$ cat src/csa_pkg.sv
`default_nettype none
package csa_pkg;
	localparam int CSA_ADDR_W = 16;
	localparam int CSA_DATA_W = 32;
	localparam int CSA_LAT_W = 8;
	// Read latency of the register space behind the port, in status clocks
	localparam logic [7:0] CSA_READ_LAT = 8'h50;
	// Read watchdog, hardwired; well above the normal latency
	localparam logic [7:0] CSA_TIMEOUT = 8'hC8;
	// Top of the implemented register space; reads above it return only the timeout data
	localparam logic [15:0] CSA_ADDR_TOP = 16'h00FF;
	localparam logic [31:0] CSA_RDATA_RST = 32'h0000_0000;
	localparam logic [31:0] CSA_TIMEOUT_DATA = 32'hDEAD_0000;

	typedef enum logic [1:0]
	{
		CSA_IDLE = 2'b00,
		CSA_RWAIT = 2'b01,
		CSA_WDONE = 2'b10
	} csa_state_e;

	function automatic logic csa_addr_ok(input logic [15:0] a);
		return a <= CSA_ADDR_TOP;
	endfunction
endpackage
`default_nettype wire

$ cat src/csa_if.sv
`default_nettype none
interface csa_if
	import csa_pkg::*;
(
	input wire logic clock,
	input wire logic rst_n
);
	logic [15:0] addr;
	logic read;
	logic write;
	logic [31:0] writedata;
	logic [31:0] readdata;
	logic readdata_valid;
	logic waitrequest;
	logic read_timeout;

	modport dev
	(
		input clock, rst_n, addr, read, write, writedata,
		output readdata, readdata_valid, waitrequest, read_timeout
	);
	modport mst
	(
		input clock, rst_n, readdata, readdata_valid, waitrequest, read_timeout,
		output addr, read, write, writedata
	);
endinterface
`default_nettype wire

$ cat src/csa_dev.sv
// Operation
// - All port signals on status clock, sync reset
// - Master gives 16-bit address, strobes, data
// - Read data with one-cycle valid strobe
// - Wait request high except in the one ack cycle; master holds request
// - Fixed counter flags read timeout
// - Master tolerates unbounded read latency; device answers in about 80 cycles, or 200 on a read timeout
// - Back-to-back mixed accesses, one at a time
`default_nettype none
module csa_dev
	import csa_pkg::*;
(
	csa_if.dev bus,
	output logic [15:0] reg_addr,
	output logic reg_we,
	output logic [31:0] reg_wdata,
	output logic reg_re,
	input wire logic [31:0] reg_rdata
);
	csa_state_e state_ff, nxt_state;
	logic [7:0] cnt_ff;
	logic [31:0] rdata_ff;
	logic valid_ff;
	logic wait_ff;
	logic tmo_ff;
	logic [15:0] raddr_ff;
	logic [31:0] wdata_ff;
	logic we_ff;
	logic re_ff;
	logic rd_done;
	logic rd_expire;
	logic take;

	// An access that just ended still shows its strobe while wait is low; only a strobe seen with wait high is new
	assign take = (state_ff == CSA_IDLE) && wait_ff && (bus.read || bus.write);
	// Undefined addresses never answer, so only the watchdog ends them
	assign rd_done = (cnt_ff == CSA_READ_LAT) && csa_addr_ok(raddr_ff);
	assign rd_expire = (cnt_ff == CSA_TIMEOUT);

	always_comb
	begin
		nxt_state = state_ff;
		unique case (state_ff)
			CSA_IDLE:
			begin
				if (take && bus.read)
					nxt_state = CSA_RWAIT;
				else if (take && bus.write)
					nxt_state = CSA_WDONE;
			end
			CSA_RWAIT:
			begin
				if (rd_done || rd_expire)
					nxt_state = CSA_IDLE;
			end
			CSA_WDONE:
				nxt_state = CSA_IDLE;
			default:
				nxt_state = CSA_IDLE;
		endcase
	end

	always_ff @(posedge bus.clock)
	begin
		if (!bus.rst_n)
			state_ff <= CSA_IDLE;
		else
			state_ff <= nxt_state;
	end

	// Wait request is high by default so a new strobe is never taken blind
	always_ff @(posedge bus.clock)
	begin
		if (!bus.rst_n)
			wait_ff <= 1'b1;
		else
			wait_ff <= !(nxt_state == CSA_IDLE && state_ff != CSA_IDLE);
	end

	always_ff @(posedge bus.clock)
	begin
		if (!bus.rst_n)
			cnt_ff <= 8'h00;
		else if (state_ff == CSA_RWAIT)
			cnt_ff <= cnt_ff + 8'h01;
		else
			cnt_ff <= 8'h00;
	end

	always_ff @(posedge bus.clock)
	begin
		if (!bus.rst_n)
		begin
			raddr_ff <= 16'h0000;
			wdata_ff <= CSA_RDATA_RST;
		end
		else if (take)
		begin
			raddr_ff <= bus.addr;
			wdata_ff <= bus.writedata;
		end
	end

	always_ff @(posedge bus.clock)
	begin
		if (!bus.rst_n)
		begin
			we_ff <= 1'b0;
			re_ff <= 1'b0;
		end
		else
		begin
			we_ff <= take && !bus.read && bus.write && csa_addr_ok(bus.addr);
			re_ff <= (state_ff == CSA_RWAIT) && (cnt_ff == CSA_READ_LAT - 8'h01) && csa_addr_ok(raddr_ff);
		end
	end

	always_ff @(posedge bus.clock)
	begin
		if (!bus.rst_n)
		begin
			rdata_ff <= CSA_RDATA_RST;
			valid_ff <= 1'b0;
			tmo_ff <= 1'b0;
		end
		else
		begin
			valid_ff <= (state_ff == CSA_RWAIT) && (rd_done || rd_expire);
			tmo_ff <= (state_ff == CSA_RWAIT) && rd_expire && !rd_done;
			if (state_ff == CSA_RWAIT && rd_done)
				rdata_ff <= reg_rdata;
			else if (state_ff == CSA_RWAIT && rd_expire)
				rdata_ff <= CSA_TIMEOUT_DATA;
		end
	end

	assign bus.readdata = rdata_ff;
	assign bus.readdata_valid = valid_ff;
	assign bus.waitrequest = wait_ff;
	assign bus.read_timeout = tmo_ff;
	assign reg_addr = raddr_ff;
	assign reg_wdata = wdata_ff;
	assign reg_we = we_ff;
	assign reg_re = re_ff;
endmodule
`default_nettype wire

$ cat src/flat_wrapper.sv
// flat-port wrapper written by rule: the top's interface ports become plain ports
module csa_dev_flat import csa_pkg::*;
  (reg_addr, reg_we, reg_wdata, reg_re, reg_rdata, clock, rst_n, bus_addr, bus_read, bus_write, bus_writedata, bus_readdata, bus_readdata_valid, bus_waitrequest, bus_read_timeout);
  csa_if bus_i (.clock(clock), .rst_n(rst_n));
  output logic [15:0] reg_addr;
  output logic reg_we;
  output logic [31:0] reg_wdata;
  output logic reg_re;
  input wire logic [31:0] reg_rdata;
  input wire logic clock;
  input wire logic rst_n;
  input wire logic [$bits(bus_i.addr)-1:0] bus_addr;
  input wire logic [$bits(bus_i.read)-1:0] bus_read;
  input wire logic [$bits(bus_i.write)-1:0] bus_write;
  input wire logic [$bits(bus_i.writedata)-1:0] bus_writedata;
  output wire logic [$bits(bus_i.readdata)-1:0] bus_readdata;
  output wire logic [$bits(bus_i.readdata_valid)-1:0] bus_readdata_valid;
  output wire logic [$bits(bus_i.waitrequest)-1:0] bus_waitrequest;
  output wire logic [$bits(bus_i.read_timeout)-1:0] bus_read_timeout;
  assign bus_i.addr = bus_addr;
  assign bus_i.read = bus_read;
  assign bus_i.write = bus_write;
  assign bus_i.writedata = bus_writedata;
  assign bus_readdata = bus_i.readdata;
  assign bus_readdata_valid = bus_i.readdata_valid;
  assign bus_waitrequest = bus_i.waitrequest;
  assign bus_read_timeout = bus_i.read_timeout;
  csa_dev u_core (.bus(bus_i), .reg_addr(reg_addr), .reg_we(reg_we), .reg_wdata(reg_wdata), .reg_re(reg_re), .reg_rdata(reg_rdata));
endmodule
$ cat config.mk
export PLATFORM = sky130hd
export DESIGN_NAME = csa_dev_flat
export DESIGN_NICKNAME = d
export VERILOG_FILES = /design/src/csa_pkg.sv /design/src/csa_if.sv /design/src/csa_dev.sv /design/src/flat_wrapper.sv
export SDC_FILE = /design/constraint.sdc
export NUM_CORES = 1
export LEC_CHECK = 0
export ABC_AREA = 1
export BUFFER_PORTS_ARGS = -buffer_cell sky130_fd_sc_hd__buf_2
export CORE_MARGIN = 1
export CORE_UTILIZATION = 46
export DETAILED_ROUTE_END_ITERATION = 10
export PLACE_DENSITY = 0.86
export SYNTH_ARGS = -nofsm -noshare
export SYNTH_HDL_FRONTEND = slang
export SYNTH_SLANG_ARGS = --single-unit
$ cat constraint.sdc
create_clock -name clock -period 1.9 [get_ports clock]
set_input_delay 0.285 -clock clock [delete_from_list [all_inputs] [get_ports clock]]
set_output_delay 0.285 -clock clock [all_outputs]
set_load 0.1 [all_outputs]
**Yosys cells after proc, flatten, opt, wreduce, memory -nomap -nowiden**

Index checks and enable logic that the tools add are counted.

- Register bits: 95
- Bits of input ports: 84
- Output and inout port bits: 85
- Word-level logic and storage cells: 48

- Add/sub/neg operators: 1
- Order comparisons: 2
- Equality and inequality tests: 4
- Muxes and demuxes: 6
- Reductions and logical operators: 25

Operators with widths:

| kind | number |
|---|---|
| $mux W32 | 2 |
| $le A16 B8 Y1 const B | 2 |
| $eq A8 B7 Y1 const B | 2 |
| $logic_and A1 B1 Y1 | 15 |
| $add A8 B1 Y8 const B | 1 |
| $eq A8 B8 Y1 const B | 1 |
| $mux W2 | 3 |
| $logic_not A2 Y1 | 2 |
| $pmux W2 S2 | 1 |
| $reduce_bool A2 Y1 | 2 |
| $logic_not A1 Y1 | 3 |
| $eq A2 B1 Y1 const B | 1 |
| $logic_or A1 B1 Y1 | 2 |
| $reduce_and A2 Y1 | 1 |

**Depth between registers and ports, before layout**

- Depth after elaboration: 10
- Gate-level depth with buffers: 9
- Gate-level depth less buffers: 8

**Worst setup path after synthesis**

OpenSTA, ideal clock, no wires.

- Path type: reg-to-reg
- From: register u_core.raddr_ff[12] (netlist: u_core.reg_addr[12])
- To: register u_core.rdata_ff[0] (netlist: u_core.bus.readdata[0])
- Setup time: 0.070 ns
- Arrival time: 1.748 ns
- Data required time: 1.830 ns
- Slack: 0.082 ns
- Cell stages (with the launch flop): 8
- Path buffers: 1
- Clock period less this slack: 1.818 ns
- Cell sequence: dfxtp_1 -> nor2_1 -> nand2_1 -> nor2_2 -> nand3_2 -> buf_2 -> nand3_1 -> a21oi_1

- Longest elaborated chain between the ends: 4
- Elaborated cells on any way between the ends: 5
- Those cells by class: order compare (1); mux (1); reduce/logical (3)

Ends and longest elaborated chain:

| element | RTL line | RTL |
|---|---|---|
| start: declaration | csa_dev.sv:26 | `logic [15:0] raddr_ff;` |
| start signal: assignment | csa_dev.sv:99 | `raddr_ff <= bus.addr;` |
| $le A16 B8 Y1 * | csa_pkg.sv:23 | `return a <= CSA_ADDR_TOP;` |
| $logic_and A1 B1 Y1 * | csa_dev.sv:37 | `assign rd_done = (cnt_ff == CSA_READ_LAT) && csa_addr_ok(raddr_ff);` |
| $logic_and A1 B1 Y1 * | csa_dev.sv:130 | `if (state_ff == CSA_RWAIT && rd_done)` |
| $mux W32 or $reduce_bool A2 Y1 (tied branches) | -- |  |
| end signal: assignment | csa_dev.sv:131 | `rdata_ff <= reg_rdata;` |
| end: declaration | csa_dev.sv:22 | `logic [31:0] rdata_ff;` |

Mark *: on every way between the ends. The rest lies on a longest branch, timed or not.
A chain may end at the register's enable or synchronous reset.

**Final worst setup path**

- From: register u_core.cnt_ff[0]
- To: register u_core.rdata_ff[24] (netlist: u_core.bus.readdata[24])

- Longest elaborated chain between the ends: 4
- Elaborated cells on any way between the ends: 7
- Those cells by class: eq/ne (2); mux (1); reduce/logical (4)

Ends and longest elaborated chain:

| element | RTL line | RTL |
|---|---|---|
| start: declaration | csa_dev.sv:21 | `logic [7:0] cnt_ff;` |
| start signal: assignment | csa_dev.sv:85 | `cnt_ff <= cnt_ff + 8'h01;` |
| $eq A8 B7 Y1 | csa_dev.sv:37 |  |
| $logic_and A1 B1 Y1 | csa_dev.sv:37 |  |
| $logic_and A1 B1 Y1 | csa_dev.sv:130 |  |
| $mux W32 or $reduce_bool A2 Y1 (tied branches) | -- |  |

Parallel ways exist; a longest one is shown, timed or not.

==> flow_summary.json <==
{
  "cts.sinks": 95,
  "max_stage_delay_ns": 0.34,
  "die_area_mm2": 0.008058,
  "maxSlewViolCount": 0,
  "period_minus_slack_ns": 1.644,
  "hpwlAfterDp_um": 6319,
  "yosys-top-cells-count": "nand2_1 (110), dfxtp_1 (95), a21oi_1 (75)",
  "rows": 31,
  "layout-drive-gt1-share_pct": 34.04,
  "slowest_stage": "dfxtp_1",
  "seq_area_mm2": 0.001902,
  "holdCritPathClass": "in2reg",
  "die_h_um": 89.77,
  "vias": 3626,
  "reg2reg_slack_ns": 0.26,
  "synth_most_common_cell": "nand2_1",
  "synth.area.top_cells": "dfxtp_1 (54%), nand2_1 (12%), a21oi_1 (11%), nand4_1 (4.2%), nor2_1 (4.0%)",
  "vdd_drop_max_mv": 0.7092,
  "finalWirelength_um": 8896,
  "max-slew-margin-rel_pct": 66.58,
  "cts_resized": 0,
  "initial_core_util_pct": 48.34,
  "timing.final.crit_share_pct": 86.50,
  "finClkSkew_ns": 0.01149,
  "ctsHtreeMaxLevel": 3,
  "path_class": "reg2reg",
  "diodes": 0,
  "hold_depth": 3,
  "path_delay_family": "simple AND/OR/NAND/NOR gates",
  "synth_top_cell_area_share_pct": 53.67,
  "clk_latency_ns": 0.36,
  "fin_ws_ns": 0.2564,
  "grt_pass1_vias": 3379,
  "clkTransAtPathRegs_ns": 0.10,
  "cts-hold-fix-buffers": 0,
  "finalPower_mw": 4.726,
  "status": "complete, no violations",
  "async_flop_share_pct": 0,
  "power_density_mw_per_mm2": 1019,
  "startpoint_type": "flip-flop",
  "cts_buffer_depth": 2,
  "drt_iter0_markers": 89,
  "port_buffers": 168,
  "drc_errors": 0,
  "synth_area_mm2": 0.003543,
  "setup_tns_ns": 0,
  "synth_top_family_by_area": "simple AND/OR/NAND/NOR gates",
  "holdWs_ns": 0.1609,
  "cts_tree": "built",
  "synth_cell_types": 23,
  "hold_end": "u_core.reg_addr[6]$_SDFFE_PN0N_",
  "track_usage_pct": 22.42,
  "hold_viol_final": 0,
  "worstRegToRegCells": 8,
  "grt_overflow": 0,
  "routabilityCongestion": 0.8231,
  "worst-path-buf-inv": 2,
  "rr_startpoint": "u_core.cnt_ff[0]$_SDFF_PN0_",
  "synth_edf_count": 0,
  "r2r-end": "u_core.bus.readdata[24]$_SDFFE_PN0P_",
  "cts_root_buffer": "clkbuf_8",
  "synthSimpleGateAreaFrac_pct": 26.87,
  "io_pins": 169,
  "post-route-util_pct": 63.27,
  "grt_max_degree": 67,
  "synth_warnings": 0,
  "ys_seq_area_share_pct": 53.67,
  "critPathLaunch": "u_core.cnt_ff[0]$_SDFF_PN0_",
  "design.core.area_mm2": 0.007331,
  "cts_setup_buffers": 0,
  "grt_pass1_wl_um": 14950,
  "wl_per_cell_um": 12.53,
  "nets": 692,
  "tightest_slew_ns": 0.5048,
  "worstPathArrival_ns": 1.87,
  "cp_common_cell": "nand3_1",
  "maxCapViolCount": 0,
  "dr.pass1.iters": 4,
  "multi_input_area_mm2": 0.001433,
  "area_delta_synth_final_pct": 30.90,
  "die_x_um": 89.77,
  "post-place-ws_ns": 0.2871,
  "synth-seq-cells": 95,
  "synthAdderAreaFrac_pct": 0.7062,
  "final.fill_count": 644,
  "synth_compound_area_share_pct": 12.85,
  "cp-end-kind": "flip-flop",
  "synthMuxAreaShare_pct": 0,
  "ys.flop_type": "dfxtp_1",
  "avgSynthCellArea_um2": 7.927,
  "cts_buffers": 9,
  "finalSetupViolCount": 0,
  "achievable-frequency_mhz": 608.4,
  "crit_chain": "inv_1 -> ha_1 -> nand3_1 -> nor2_4 -> nand3_2 -> buf_4 -> nand3_1 -> a21oi_1",
  "rsz0062_at_grt": "no",
  "worstHoldStart": "bus_addr[6]",
  "synth_largest_area_cell": "dfxtp_1",
  "antenna_found_initial": 0,
  "synth_xor_area_share_pct": 0,
  "syn_inst": 447,
  "synth.net_count": 533,
  "crit_required_ns": 2.13,
  "p_leak_nw": 2.127,
  "ant_nets": 0,
  "drt-vias-per-instance": 5.107,
  "cp_max_fo": 14
}
registers in the layout (all words and copies together), names as in the netlist:
| signal | cells |
|---|---|
| u_core.bus.readdata | 32 |
| u_core.bus.read_timeout | 1 |
| u_core.cnt_ff | 8 |
| u_core.state_ff | 2 |
| u_core.reg_we | 1 |
| u_core.reg_wdata | 32 |
| u_core.reg_re | 1 |
| u_core.bus.readdata_valid | 1 |
| u_core.bus.waitrequest | 1 |
| u_core.reg_addr | 16 |
per-layer routing:
metal	share of wire (%)	GRT usage [%]	vias up	routed length (um)
li1	-	-	1803	-
met2	47	38.27	170	4216
met1	42	26.90	1634	3711
met5	0	0	-	0
met4	2.3	9.699	0	204
met3	8.6	5.245	19	765
area by class of cell:
class | instances | area share, %
tap | 99 | 2.671
clock inverter | 6 | 0.9981
sequential | 95 | 41.00
timing repair buffer | 178 | 20.56
inverter | 14 | 1.133
clock buffer | 10 | 2.752
multi-input combinational | 308 | 30.89
worst max path at each step:
stage                                                      end  cells past startpoint
after floorplan            u_core.bus.readdata[0]$_SDFFE_PN0P_                      7
after global placement    u_core.bus.readdata[11]$_SDFFE_PN0P_                      8
after detailed placement   u_core.bus.readdata[4]$_SDFFE_PN0P_                      8
after CTS                 u_core.bus.readdata[24]$_SDFFE_PN0P_                      8
after global routing      u_core.bus.readdata[24]$_SDFFE_PN0P_                      8
final                     u_core.bus.readdata[24]$_SDFFE_PN0P_                      8
per-stage QoR:
step	instance area (um2)	std cells
floorplan	3543	447
global placement	4464	694
detailed placement	4464	694
CTS	4638	710
global route	4638	710
finish	4638	710
power breakdown:
group | internal [mW] | switching, mW
logic | 0.266 | 1.12
clock network | 0.483 | 0.699
registers | 2.10 | 0.0582
total | 2.85 | 1.88
cells by family after synthesis:
group | after synthesis
AND/OR/NAND/NOR | 215
flip-flops | 95
AO/OA/AOI/OAI | 91
buffers and inverters | 44
adder cells (fa/ha/maj) | 2
cells in the final DEF, fill, tap and decap left out:
cell and instances:
nor2_2 3, ha_1 2, inv_6 1, nand4_1 24
nand2_2 1, clkbuf_1 1, nand3_2 2, inv_1 8
or2_0 1, dfxtp_1 95, a21oi_1 75, o21ai_0 7
clkinv_2 1, o21ai_1 9, nand2_1 110, clkinv_4 2
nor3_1 5, nor4_1 1, nor2_1 38, inv_2 6
clkbuf_8 9, buf_4 7, or2_2 1, nand3_1 27
buf_12 3, nor2_4 2, clkinvlp_4 2, buf_2 168
worst register-to-register path, cell delays in order (launching register included):
cell	delay, ns
dfxtp_1	0.34
inv_1	0.06
ha_1	0.20
nand3_1	0.13
nor2_4	0.14
nand3_2	0.24
buf_4	0.28
nand3_1	0.08
a21oi_1	0.06
(Power assumes the default switching activity.)
